--- src/core/vitals_defines.svh ---
// Register offsets, field positions, reset values and counts
`ifndef VITALS_DEFINES_SVH
`define VITALS_DEFINES_SVH
`define SLAVE_ADDR   7'h54
`define OFF_SYNC     8'h0C
`define OFF_RT       8'h0D
`define OFF_MASK     8'h0E
`define OFF_POL      8'h0F
`define OFF_LAT      8'h10
`define OFF_ICTL     8'h11
`define OFF_MUTE     8'h17
`define OFF_LOSCFG   8'h19
`define OFF_SELA     8'h1B
`define OFF_SELB     8'h1C
`define OFF_SLEW     8'h31
`define OFF_P1SYNC   8'h38
`define OFF_P2SYNC   8'h47
`define IDX_SYNC     4'h0
`define IDX_RT       4'h1
`define IDX_MASK     4'h2
`define IDX_POL      4'h3
`define IDX_LAT      4'h4
`define IDX_ICTL     4'h5
`define IDX_MUTE     4'h6
`define IDX_LOSCFG   4'h7
`define IDX_SELA     4'h8
`define IDX_SELB     4'h9
`define IDX_SLEW     4'hA
`define IDX_P1SYNC   4'hB
`define IDX_P2SYNC   4'hC
`define SYNC_BIT     6
`define PSYNC_BIT    1
`define IRQ_EN_BIT   0
`define IRQ_AND_BIT  1
`define MUTE_SRC0    2
`define MUTE_SRC1    3
`define V_LOS_PRI    0
`define V_LOS_SEC    1
`define V_LOL1       2
`define V_LOL2       5
`define V_CAL1       8
`define V_IRQ        10
`define V_SW1        14
`define V_SW2        15
`define SYNC_RST     8'h40
`define SYNC_FALLS   2'h2
`define VCO_DLY      2'h2
`define SLIP_LIMIT   4'h7
`define EE_WRITE_MAX 7'h64
`define BOOT_WAIT    2'h2
`define BOOT_DONE    2'h3
`endif

--- src/core/vitals_pkg.sv ---
// Types shared by the vitals monitor
package vitals_pkg;
  typedef struct packed {
    logic scl;
    logic sda;
    logic sync_pin;
    logic soft_mode;
    logic slow_clk;
    logic css;
  } pin_in_t;

  typedef struct packed {
    pin_in_t     pins;
    logic [15:0] vitals;
    logic [1:0]  slips;
  } async_in_t;

  typedef struct packed {
    logic [1:0] mute;
    logic [1:0] reset_n;
  } div_ctrl_t;

  typedef enum logic [2:0] {
    S_IDLE  = 3'b000,
    S_ADDR  = 3'b001,
    S_A_ACK = 3'b010,
    S_PTR   = 3'b011,
    S_WDATA = 3'b100,
    S_W_ACK = 3'b101,
    S_RDATA = 3'b110,
    S_R_ACK = 3'b111
  } i2c_st_t;
endpackage : vitals_pkg

--- src/core/vitals_monitor.sv ---
// Output sync control, vitals monitor and serial register port
`include "vitals_defines.svh"

module vitals_monitor (
  // Clock and reset
  input  logic                clk_sys,
  input  logic                reset_n,
  input  logic                clk_en,
  // Serial control port
  input  logic                scl_in,
  input  logic                sda_in,
  output logic                sda_out,
  output logic                sda_oe,
  // Output synchronization
  input  logic                sync_input_pin,
  input  logic                soft_pin_mode,
  input  logic                slow_clk_in,
  output vitals_pkg::div_ctrl_t div_ctrl,
  // Device vitals
  input  logic [15:0]         vital_in,
  input  logic [1:0]          slip_toggle,
  output logic                monitor_pin_zero,
  output logic                monitor_pin_one,
  output logic                vitals_irq,
  // Analog configuration
  output logic [7:0]          signal_loss_config,
  output logic [7:0]          status_slew_control,
  // Power-up load and EEPROM
  input  logic                control_source_select,
  input  logic                ee_commit_req,
  output logic                load_start,
  output logic                load_from_eeprom,
  output logic                ee_commit
);
  import vitals_pkg::*;

  // --------------------------------------------------------
  // State
  // --------------------------------------------------------
  typedef struct packed {
    async_in_t         s1;
    async_in_t         s2;
    logic              scl_d;
    logic              sda_d;
    logic              slow_d;
    logic [1:0]        slip_d;
    i2c_st_t           st;
    logic [2:0]        bit_cnt;
    logic              full;
    logic [7:0]        shreg;
    logic [7:0]        ptr;
    logic              rw;
    logic              sda_oe;
    logic              sda_out;
    logic [12:0][7:0]  regs;
    logic [1:0]        applied;
    logic [1:0]        fall_cnt;
    logic [1:0]        dly_cnt;
    logic [1:0][3:0]   slip_cnt;
    logic [1:0]        lock_loss;
    logic              irq;
    logic              pin0;
    logic              pin1;
    logic [1:0]        boot;
    logic              load_start;
    logic              from_ee;
    logic              ee_commit;
    logic [6:0]        ee_cnt;
    div_ctrl_t         div;
  } state_t;

  state_t q_reg;
  state_t q_next;

  // --------------------------------------------------------
  // Functions
  // --------------------------------------------------------
  function automatic logic [4:0] reg_index(input logic [7:0] a);
    logic [4:0] r;
    r = 5'h00;
    unique case (a)
      `OFF_SYNC:   r = {1'b1, `IDX_SYNC};
      `OFF_RT:     r = {1'b1, `IDX_RT};
      `OFF_MASK:   r = {1'b1, `IDX_MASK};
      `OFF_POL:    r = {1'b1, `IDX_POL};
      `OFF_LAT:    r = {1'b1, `IDX_LAT};
      `OFF_ICTL:   r = {1'b1, `IDX_ICTL};
      `OFF_MUTE:   r = {1'b1, `IDX_MUTE};
      `OFF_LOSCFG: r = {1'b1, `IDX_LOSCFG};
      `OFF_SELA:   r = {1'b1, `IDX_SELA};
      `OFF_SELB:   r = {1'b1, `IDX_SELB};
      `OFF_SLEW:   r = {1'b1, `IDX_SLEW};
      `OFF_P1SYNC: r = {1'b1, `IDX_P1SYNC};
      `OFF_P2SYNC: r = {1'b1, `IDX_P2SYNC};
      default:     r = 5'h00;
    endcase
    return r;
  endfunction : reg_index

  function automatic logic [7:0] reg_read(input state_t s, input logic [7:0] a);
    logic [4:0] r;
    r = reg_index(a);
    return r[4] ? s.regs[r[3:0]] : 8'h00;
  endfunction : reg_read

  function automatic logic status_level(input logic [15:0] v, input logic [3:0] sel,
                                        input logic pol, input logic mute_en,
                                        input logic lol_src);
    logic l;
    l = v[sel] ^ pol;
    if (mute_en && lol_src) begin
      l = pol;
    end
    return l;
  endfunction : status_level

  // --------------------------------------------------------
  // Next state
  // --------------------------------------------------------
  always_comb begin
    logic        scl;
    logic        sda;
    logic        start;
    logic        stop;
    logic        rise;
    logic        fall;
    logic [4:0]  wi;
    logic [1:0]  rd_clr;
    logic [15:0] v;
    logic [7:0]  src;
    logic [7:0]  rt_base;
    logic [7:0]  lat_base;
    logic [7:0]  ictl;
    logic        sync_n;
    logic [1:0]  target;
    logic        slow_fall;
    q_next = q_reg;
    scl = q_reg.s2.pins.scl;
    sda = q_reg.s2.pins.sda;
    wi = 5'h00;
    rd_clr = 2'b00;
    q_next.s1 = {{scl_in, sda_in, sync_input_pin, soft_pin_mode, slow_clk_in,
                  control_source_select}, vital_in, slip_toggle};
    q_next.s2 = q_reg.s1;
    q_next.scl_d = scl;
    q_next.sda_d = sda;
    start = scl && q_reg.scl_d && q_reg.sda_d && !sda;
    stop = scl && q_reg.scl_d && !q_reg.sda_d && sda;
    rise = scl && !q_reg.scl_d;
    fall = !scl && q_reg.scl_d;

    // ------------------------------------------------------
    // Serial register port, one byte per register
    // ------------------------------------------------------
    if (stop) begin
      q_next.st = S_IDLE;
      q_next.sda_oe = 1'b0;
    end else if (start) begin
      q_next.st = S_ADDR;
      q_next.bit_cnt = 3'h0;
      q_next.full = 1'b0;
      q_next.sda_oe = 1'b0;
    end else begin
      unique case (q_reg.st)
        S_IDLE: begin
        end
        S_ADDR, S_PTR, S_WDATA: begin
          if (rise) begin
            q_next.shreg = {q_reg.shreg[6:0], sda};
            q_next.bit_cnt = q_reg.bit_cnt + 3'h1;
            q_next.full = (q_reg.bit_cnt == 3'h7);
          end else if (fall && q_reg.full) begin
            q_next.full = 1'b0;
            q_next.sda_oe = 1'b1;
            if (q_reg.st == S_ADDR) begin
              if (q_reg.shreg[7:1] == `SLAVE_ADDR) begin
                q_next.rw = q_reg.shreg[0];
                q_next.st = S_A_ACK;
              end else begin
                q_next.sda_oe = 1'b0;
                q_next.st = S_IDLE;
              end
            end else if (q_reg.st == S_PTR) begin
              q_next.ptr = q_reg.shreg;
              q_next.st = S_W_ACK;
            end else begin
              wi = reg_index(q_reg.ptr);
              if (wi[4] && wi[3:0] != `IDX_RT && wi[3:0] != `IDX_LAT) begin
                q_next.regs[wi[3:0]] = q_reg.shreg;
              end
              q_next.ptr = q_reg.ptr + 8'h01;
              q_next.st = S_W_ACK;
            end
          end
        end
        S_A_ACK: begin
          if (fall) begin
            q_next.bit_cnt = 3'h0;
            if (q_reg.rw) begin
              q_next.shreg = reg_read(q_reg, q_reg.ptr);
              q_next.sda_oe = !q_next.shreg[7];
              q_next.st = S_RDATA;
            end else begin
              q_next.sda_oe = 1'b0;
              q_next.st = S_PTR;
            end
          end
        end
        S_W_ACK: begin
          if (fall) begin
            q_next.sda_oe = 1'b0;
            q_next.bit_cnt = 3'h0;
            q_next.st = S_WDATA;
          end
        end
        S_RDATA: begin
          if (fall) begin
            if (q_reg.bit_cnt == 3'h7) begin
              q_next.sda_oe = 1'b0;
              q_next.st = S_R_ACK;
              wi = reg_index(q_reg.ptr);
              rd_clr[0] = wi[4] && (wi[3:0] == `IDX_RT);
              rd_clr[1] = wi[4] && (wi[3:0] == `IDX_LAT);
              q_next.ptr = q_reg.ptr + 8'h01;
            end else begin
              q_next.shreg = {q_reg.shreg[6:0], 1'b0};
              q_next.sda_oe = !q_reg.shreg[6];
              q_next.bit_cnt = q_reg.bit_cnt + 3'h1;
            end
          end
        end
        S_R_ACK: begin
          if (rise && sda) begin
            q_next.st = S_IDLE;
          end else if (fall) begin
            q_next.bit_cnt = 3'h0;
            q_next.shreg = reg_read(q_reg, q_reg.ptr);
            q_next.sda_oe = !q_next.shreg[7];
            q_next.st = S_RDATA;
          end
        end
      endcase
    end

    // ------------------------------------------------------
    // Lock detectors
    // ------------------------------------------------------
    v = q_reg.s2.vitals;
    q_next.slip_d = q_reg.s2.slips;
    for (int k = 0; k < 2; k++) begin
      if (v[`V_CAL1 + k]) begin
        q_next.lock_loss[k] = 1'b0;
        q_next.slip_cnt[k] = 4'h0;
      end else if (q_reg.s2.slips[k] ^ q_reg.slip_d[k]) begin
        if (q_reg.slip_cnt[k] == `SLIP_LIMIT) begin
          q_next.lock_loss[k] = 1'b1;
          q_next.slip_cnt[k] = 4'h0;
        end else begin
          q_next.slip_cnt[k] = q_reg.slip_cnt[k] + 4'h1;
        end
      end
    end
    v[`V_LOL1] = q_reg.lock_loss[0];
    v[`V_LOL2] = q_reg.lock_loss[1];
    v[`V_IRQ] = q_reg.irq;

    // ------------------------------------------------------
    // Interrupt flags; a new event wins over a read clear
    // ------------------------------------------------------
    src = {v[`V_SW2], v[`V_SW1], v[`V_CAL1 + 1], v[`V_CAL1],
           q_reg.lock_loss[1], q_reg.lock_loss[0], v[`V_LOS_SEC], v[`V_LOS_PRI]};
    ictl = q_reg.regs[`IDX_ICTL];
    rt_base = rd_clr[0] ? 8'h00 : q_reg.regs[`IDX_RT];
    lat_base = rd_clr[1] ? 8'h00 : q_reg.regs[`IDX_LAT];
    q_next.regs[`IDX_RT] = rt_base | src;
    q_next.regs[`IDX_LAT] = lat_base | (ictl[`IRQ_EN_BIT] ? src : 8'h00);
    if (!ictl[`IRQ_EN_BIT]) begin
      q_next.irq = 1'b0;
    end else if (ictl[`IRQ_AND_BIT]) begin
      q_next.irq = &(q_reg.regs[`IDX_LAT] | q_reg.regs[`IDX_MASK]);
    end else begin
      q_next.irq = |(q_reg.regs[`IDX_LAT] & ~q_reg.regs[`IDX_MASK]);
    end

    // ------------------------------------------------------
    // Status pins
    // ------------------------------------------------------
    q_next.pin0 = status_level(v, q_reg.regs[`IDX_SELA][3:0], q_reg.regs[`IDX_POL][0],
                               q_reg.regs[`IDX_MUTE][0],
                               q_reg.lock_loss[q_reg.regs[`IDX_MUTE][`MUTE_SRC0]]);
    q_next.pin1 = status_level(v, q_reg.regs[`IDX_SELB][3:0], q_reg.regs[`IDX_POL][1],
                               q_reg.regs[`IDX_MUTE][1],
                               q_reg.lock_loss[q_reg.regs[`IDX_MUTE][`MUTE_SRC1]]);

    // ------------------------------------------------------
    // Output synchronization
    // ------------------------------------------------------
    sync_n = q_reg.regs[`IDX_SYNC][`SYNC_BIT] &
             (q_reg.s2.pins.soft_mode ? q_reg.s2.pins.sync_pin : 1'b1);
    target = {q_reg.regs[`IDX_P2SYNC][`PSYNC_BIT], q_reg.regs[`IDX_P1SYNC][`PSYNC_BIT]} &
             {2{!sync_n}};
    q_next.slow_d = q_reg.s2.pins.slow_clk;
    slow_fall = q_reg.slow_d && !q_reg.s2.pins.slow_clk;
    if (target == q_reg.applied) begin
      q_next.fall_cnt = 2'h0;
      q_next.dly_cnt = 2'h0;
    end else if (q_reg.fall_cnt != `SYNC_FALLS) begin
      if (slow_fall) begin
        q_next.fall_cnt = q_reg.fall_cnt + 2'h1;
      end
    end else if (q_reg.dly_cnt != `VCO_DLY) begin
      q_next.dly_cnt = q_reg.dly_cnt + 2'h1;
    end else begin
      q_next.applied = target;
      q_next.fall_cnt = 2'h0;
      q_next.dly_cnt = 2'h0;
    end
    q_next.div.mute = q_next.applied;
    q_next.div.reset_n = ~q_next.applied;

    // ------------------------------------------------------
    // Power-up load and EEPROM rewrite limit
    // ------------------------------------------------------
    q_next.load_start = 1'b0;
    if (q_reg.boot == `BOOT_WAIT) begin
      q_next.from_ee = q_reg.s2.pins.css;
      q_next.load_start = 1'b1;
      q_next.boot = `BOOT_DONE;
    end else if (q_reg.boot != `BOOT_DONE) begin
      q_next.boot = q_reg.boot + 2'h1;
    end
    q_next.ee_commit = ee_commit_req && (q_reg.ee_cnt != `EE_WRITE_MAX);
    if (q_next.ee_commit) begin
      q_next.ee_cnt = q_reg.ee_cnt + 7'h01;
    end
  end

  // --------------------------------------------------------
  // Registers
  // --------------------------------------------------------
  always_ff @(posedge clk_sys or negedge reset_n) begin
    if (!reset_n) begin
      q_reg <= '0;
      q_reg.regs[`IDX_SYNC] <= `SYNC_RST;
    end else if (clk_en) begin
      q_reg <= q_next;
    end
  end

  // --------------------------------------------------------
  // Outputs
  // --------------------------------------------------------
  assign sda_out = q_reg.sda_out;
  assign sda_oe = q_reg.sda_oe;
  assign div_ctrl = q_reg.div;
  assign monitor_pin_zero = q_reg.pin0;
  assign monitor_pin_one = q_reg.pin1;
  assign vitals_irq = q_reg.irq;
  assign signal_loss_config = q_reg.regs[`IDX_LOSCFG];
  assign status_slew_control = q_reg.regs[`IDX_SLEW];
  assign load_start = q_reg.load_start;
  assign load_from_eeprom = q_reg.from_ee;
  assign ee_commit = q_reg.ee_commit;
endmodule : vitals_monitor

--- config.mk ---
export PLATFORM = sky130hd
export DESIGN_NAME = vitals_monitor
export DESIGN_NICKNAME = d
export VERILOG_FILES = /design/src/core/vitals_pkg.sv /design/src/core/vitals_monitor.sv
export VERILOG_INCLUDE_DIRS = /design/src /design/src/core
export SDC_FILE = /design/constraint.sdc
export NUM_CORES = 1
export LEC_CHECK = 0
export BUFFER_PORTS_ARGS = -buffer_cell sky130_fd_sc_hd__buf_2
export CAP_MARGIN = 40
export CORE_UTILIZATION = 40
export CTS_CLUSTER_SIZE = 16
export DETAILED_ROUTE_END_ITERATION = 12
export GPL_TIMING_DRIVEN = 1
export HOLD_SLACK_MARGIN = 0.1
export PLACE_DENSITY = 0.57
export SKIP_CTS_REPAIR_TIMING = 1
export SKIP_LAST_GASP = 1
export SLEW_MARGIN = 10
export SYNTH_ARGS = -nofsm -noshare
export SYNTH_HDL_FRONTEND = slang
export SYNTH_SLANG_ARGS = --single-unit
--- constraint.sdc ---
create_clock -name clk_sys -period 7.7 [get_ports clk_sys]
set_input_delay 1.54 -clock clk_sys [delete_from_list [all_inputs] [get_ports clk_sys]]
set_output_delay 1.54 -clock clk_sys [all_outputs]
set_load 0.01 [all_outputs]
# [Yosys cells after proc, flatten, opt, wreduce, memory -nomap -nowiden]
# Cells that the tools add are included.
[classes] addsub=8 n_mul=0 div=0 magnitude_cmp=8 eq_ne=64 shifts=0 mux=123 bitwise_logic=17 n_reduce_logical=58
[ops] cell="8-bit 2-to-1 mux" count=17
[ops] cell="5-bit 2-to-1 mux" count=22
[ops] cell="104-bit bitwise mux" count=1
[ops] cell="5-bit case mux with 13 select lines" count=1
[ops] cell="8-bit binary-select mux with 4-bit select" count=2
[ops] cell="8-bit by 5-bit equality test with 1-bit output (second input constant)" count=6
[ops] cell="9-bit AND reduction" count=4
[ops] cell="8-bit demux with 4-bit select" count=1
[ops] cell="8-bit by 4-bit equality test with 1-bit output (second input constant)" count=4
[ops] cell="2-bit 2-to-1 mux" count=16
[ops] cell="4-bit 2-to-1 mux" count=8
[ops] cell="4-bit != test (second input constant)" count=8
[ops] cell="8-bit case mux with 4 select lines" count=1
[ops] cell="1-bit 2-to-1 mux" count=31
[ops] cell="3-bit 2-to-1 mux" count=10
[ops] cell="2-bit != test (second input constant)" count=15
[ops] cell="6-bit case mux with 5 select lines" count=1
[ops] cell="3-bit != test (second input constant)" count=9
[ops] cell="4-bit by 5-bit less-than comparator with 1-bit output (second input constant)" count=5
[ops] cell="6-bit 2-to-1 mux" count=4
[ops] cell="8-bit bitwise OR" count=3
[ops] cell="10-bit 2-to-1 mux" count=2
[ops] cell="1-bit logical AND" count=18
[ops] cell="8-bit by 6-bit equality test with 1-bit output (second input constant)" count=2
[ops] cell="46 further kinds" count=87
[totals] regBits=215 latchBits=0 ram_bits=0 mem_bits_ro=0 inputBits=28 out_inout_bits=28 elab_cells=334 memories=0

# [Logic depth before layout (Yosys ltp)]
[logic_depth] depth_word=16 ltp_mapped=12 mapped_depth_nobuf=10

# [Worst setup path before layout]
# OpenSTA, ideal clock, no wires.
[synth_path] kind="input -> register" startpoint="input port clk_en" endpoint="register q_reg[83] (netlist bit)" setup_ns=0.128 arrival_time_ns=2.812 required_time_ns=7.572 setup_slack_ns=4.760 path_stages=7 n_path_buf=1 cell_sequence="clkbuf_1 nand3_1 nor2_1 o221ai_2 nor2_2 nand2_2 mux2_1"
[synth_between] elab_chain_cells=1
[synth_lines] item="from (decl)" line="vitals_monitor.sv:8" text="input logic clk_en,"
[synth_lines] item="9-bit AND reduction (no line)"
[synth_lines] item="to (signal assigned)" line="vitals_monitor.sv:346" text="q_reg <= q_next;"
[synth_lines] item="to (decl)" line="vitals_monitor.sv:72" text="state_t q_reg;"
# Every way passes these cells.
# A chain may end at the register's enable or synchronous reset.

# [Worst setup path after layout]
[layout_path] startpoint="register q_reg[142] (netlist bit)" endpoint="register q_reg (netlist bit signal_loss_config[2])"
[layout_between] elab_chain_cells=14 word_cells_on_any_way=32 classes_between="order compare (2); eq/ne (15); mux (11); reduce/logical (4)"
[layout_lines] item="8-bit by 7-bit equality test with 1-bit output, or another cell as far along" line="vitals_monitor.sv:81" text="unique case (a)"
[layout_lines] item="5-bit case mux with 13 select lines *" line="vitals_monitor.sv:81"
[layout_lines] item="5-bit 2-to-1 mux *" line="vitals_monitor.sv:183" text="end else if (q_reg.st == S_PTR) begin"
[layout_lines] item="5-bit 2-to-1 mux *" line="vitals_monitor.sv:175" text="if (q_reg.st == S_ADDR) begin"
[layout_lines] item="5-bit 2-to-1 mux *" line="vitals_monitor.sv:172" text="end else if (fall && q_reg.full) begin"
[layout_lines] item="5-bit 2-to-1 mux *" line="vitals_monitor.sv:168" text="if (rise) begin"
[layout_lines] item="5-bit 2-to-1 mux *" line="vitals_monitor.sv:164" text="unique case (q_reg.st)"
[layout_lines] item="5-bit 2-to-1 mux *" line="vitals_monitor.sv:158" text="end else if (start) begin"
[layout_lines] item="5-bit 2-to-1 mux *" line="vitals_monitor.sv:155" text="if (stop) begin"
[layout_lines] item="4-bit by 5-bit less-than comparator with 1-bit output (implied by the code) or 4-bit by 1-bit greater-or-equal comparator with 1-bit output (tied branches)" line="vitals_monitor.sv:189" text="q_next.regs[wi[3:0]] = q_reg.shreg;"
[layout_lines] item="1-bit logical AND (implied by the code)" line="vitals_monitor.sv:189"
[layout_lines] item="8-bit 2-to-1 mux (implied by the code)" line="vitals_monitor.sv:189"
[layout_lines] item="8-bit demux with 4-bit select" line="vitals_monitor.sv:189"
[layout_lines] item="104-bit bitwise mux" line="vitals_monitor.sv:189"
# Every way passes the cells marked *; elsewhere a longest branch is shown, timed or not. The select of a mux whose other input is x is not followed.

==> impl_metrics.toml <==
[clock_network]
path_clk_slew_ns = 0.06
cts_buffers = 23
cts_sinks = 209
insertion_delay_ns = 0.50
clock_path_buffers = 3
cts_tree = "done"
cts-root-buf = "clkbuf_16"
htree_levels = 1

[routing]
vias_per_cell = 5.65
vias = 7555
ant_nets = 0
routedWlPerCell_um = 19.1
drt_wl_total_um = 25500
drc = 0
drt-initial-drc-count = 370
drtPass1Iterations = 6

[worst_setup_path]
r2r_setup_slack_ns = 4.14
crit_fanout = 12
required_ns = 8.08
cp_top_family = "simple AND/OR/NAND/NOR gates"
crit_chain = "ha_1 > nand3b_1 > nor4_4 > o2bb2a_1 > nand2_1 > nor2_2 > nand2_2 > mux2_1"
slowest_delay_ns = 0.62
worst_setup_path_end_kind = "register"
crit_type = "reg2reg"
cp_slowest_cell = "o2bb2a_1"
path_buf_inv = 0
cp-start-kind = "register"
cp_data_arrival_time_ns = 3.94

[grt]
grt_first_pass_wirelength_um = 41600
antenna_found_initial = 0
grt.total_usage_pct = 18.7
first_global_vias = 7488
grt_overflow = 0
grt_max_degree = 72

[pwr]
ir_worst_vdd_v = 0.000178
power_w = 0.00303
leakage_nw = 5.60
powerDensity_nw_per_um2 = 250

[yosys]
ys_warn_count = 0
synth-edff-count = 0
synth_nets = 1012
synthCells = 972
synth.largest_area_cell = "dfrtp_1"
yosys_register_bits = 209
synth_flop_cell = "dfrtp_1"
synth_area_leaders = "dfrtp_1 (48%), mux2_2 (9.7%), mux2_1 (5.2%), mux2i_1 (3.0%), a21oi_1 (2.7%)"
seq_area_frac_synth_pct = 48.3
synth.avg_cell_area_um2 = 11.1
yosysTopAreaCellShare_pct = 48.0
ys_async_sr_fraction_pct = 100
ys_types = 75
synth_area_um2 = 10800

[timing]
setup_tns_ns = 0
setup_viol = 0
post-route-period-util_pct = 46.2
slew_viol_final = 0
relSlewSlack_pct = 50.8
min_period_ns = 3.56
skew_ns = 0.00594
grt_setup_unrepaired = "false"
worstMarginPinSlew_ns = 0.731
fmax_mhz = 281
hold_viol_final = 0

[placed_design]
io_buffers = 51
gp_congestion = 0.821
place.detailed.hpwl_um = 17400
placed_cell_area_um2 = 11300

[final_layout]
layout.nets = 1027
largest_reg_flops = 156
layout-drive-gt1-share_pct = 22.2
num_antenna_cells = 0
flow.area_growth_from_synthesis_pct = 11.6
fin_area_um2 = 12100

[floorplan]
rows = 59
start_util_pct = 41.2
ioPinCount = 56
dieArea_um2 = 27800
die_x_um = 167
die_h_um = 167
coreArea_um2 = 26300

[min_path]
hold_path_class = "reg2reg"

[job]
cap_viol_max_count = 0

[run_status]
status = "complete, no violations"
[metrics by stage]
stage               utilization, %  hold WS [ns]  instances  setup WS, ns
floorplan                        -         0.441        972          4.76
CTS                           46.0         0.469       1338          4.19
global route                  46.0         0.497       1338          3.93
detailed placement            43.1         0.459       1297          4.18
global placement              42.6         0.462       1290          3.83
finish                        46.0         0.465       1338          4.14
[logic make-up after synthesis]
| family | Yosys count | synth area share, % |
|---|---|---|
| and+or+nand+nor | 228 | 10.8 |
| xor gates and xnor gates | 17 | 1.37 |
| adders and majority gates | 12 | 1.39 |
| other | 1 | 0.0346 |
| AOI/OAI and AO/OA | 215 | 13.6 |
| buffers and inverters | 105 | 4.61 |
| DFF | 209 | 48.3 |
| muxes | 185 | 19.9 |
[layer usage]
metal / track usage [%] / routed length [um] / up-vias
met5: 0 / 0 / -
met4: 4.43 / 470 / 0
met3: 2.45 / 976 / 27
met2: 30.5 / 11900 / 138
met1: 26.5 / 12100 / 3815
li1: - / - / 3575
[Yosys cell counts, types with 13 or more instances]
cell / n
nor2b_1: 19
nand3_1: 18
buf_4: 22
dfrtp_1: 208
a21oi_1: 58
a211oi_1: 18
mux2_2: 93
o21ai_0: 34
mux2i_1: 32
nor3_1: 16
a22o_1: 16
clkbuf_1: 35
mux2_1: 50
nor2_1: 44
inv_1: 30
nand2_1: 58
nand2b_1: 13
[layout make-up]
cell class,instances,area [um2]
Fill cell,2419,14200
Timing Repair Buffer,64,433
Multi-Input combinational cell,658,5120
Sequential cell,209,5230
Tap cell,335,419
Clock buffer,34,657
Clock inverter,7,113
Inverter,31,116
[layout by cell type, fill, tap and decap left out, types with 4 or more instances in the layout]
| cell | synthesis | final |
|---|---|---|
| a211oi_1 | 18 | 18 |
| nor4_1 | 6 | 6 |
| nand2b_1 | 13 | 13 |
| nand3_1 | 18 | 18 |
| clkbuf_16 | 0 | 23 |
| mux2_2 | 93 | 93 |
| o2bb2ai_1 | 7 | 7 |
| mux2i_1 | 32 | 32 |
| nand4_1 | 6 | 6 |
| clkbuf_8 | 0 | 4 |
| a22o_1 | 16 | 16 |
| xor2_1 | 11 | 11 |
| o21ai_0 | 34 | 34 |
| o22ai_1 | 12 | 12 |
| nand2_2 | 9 | 9 |
| or3_1 | 9 | 9 |
| o2111ai_1 | 7 | 7 |
| mux4_2 | 10 | 10 |
| inv_1 | 30 | 30 |
| nor2_1 | 44 | 44 |
| and2_1 | 9 | 9 |
| clkbuf_1 | 35 | 7 |
| a21o_1 | 6 | 6 |
| xnor2_1 | 6 | 6 |
| buf_4 | 22 | 8 |
| a31oi_1 | 7 | 7 |
| buf_2 | 12 | 51 |
| o221ai_1 | 6 | 6 |
| nor3_1 | 16 | 16 |
| o211ai_1 | 5 | 5 |
| a21oi_1 | 58 | 58 |
| a22oi_1 | 5 | 5 |
| nor2b_1 | 19 | 19 |
| o21a_1 | 5 | 5 |
| mux2_1 | 50 | 50 |
| nand2_1 | 58 | 58 |
| a221oi_1 | 4 | 4 |
| o22a_1 | 4 | 4 |
| ha_1 | 12 | 12 |
| dfrtp_1 | 208 | 208 |
[final timing paths]
check,start,to,cells past startpoint
max in group asynchronous,reset_n,q_reg[79],3
worst min-delay path,q_reg[10],q_reg[10],1
min in group asynchronous,reset_n,q_reg[10],1
worst min register to register,q_reg[10],q_reg[10],1
worst max register to register,q_reg[142],signal_loss_config[2],8
worst max-delay path,q_reg[142],signal_loss_config[2],8
[report_power, final]
part / switching (W) / internal (W)
Sequential: 0.000225 / 0.00121
Combinational: 0.000248 / 0.000215
Clock: 0.000433 / 0.000689
Total: 0.000907 / 0.00212
(Power assumes the default switching activity.)
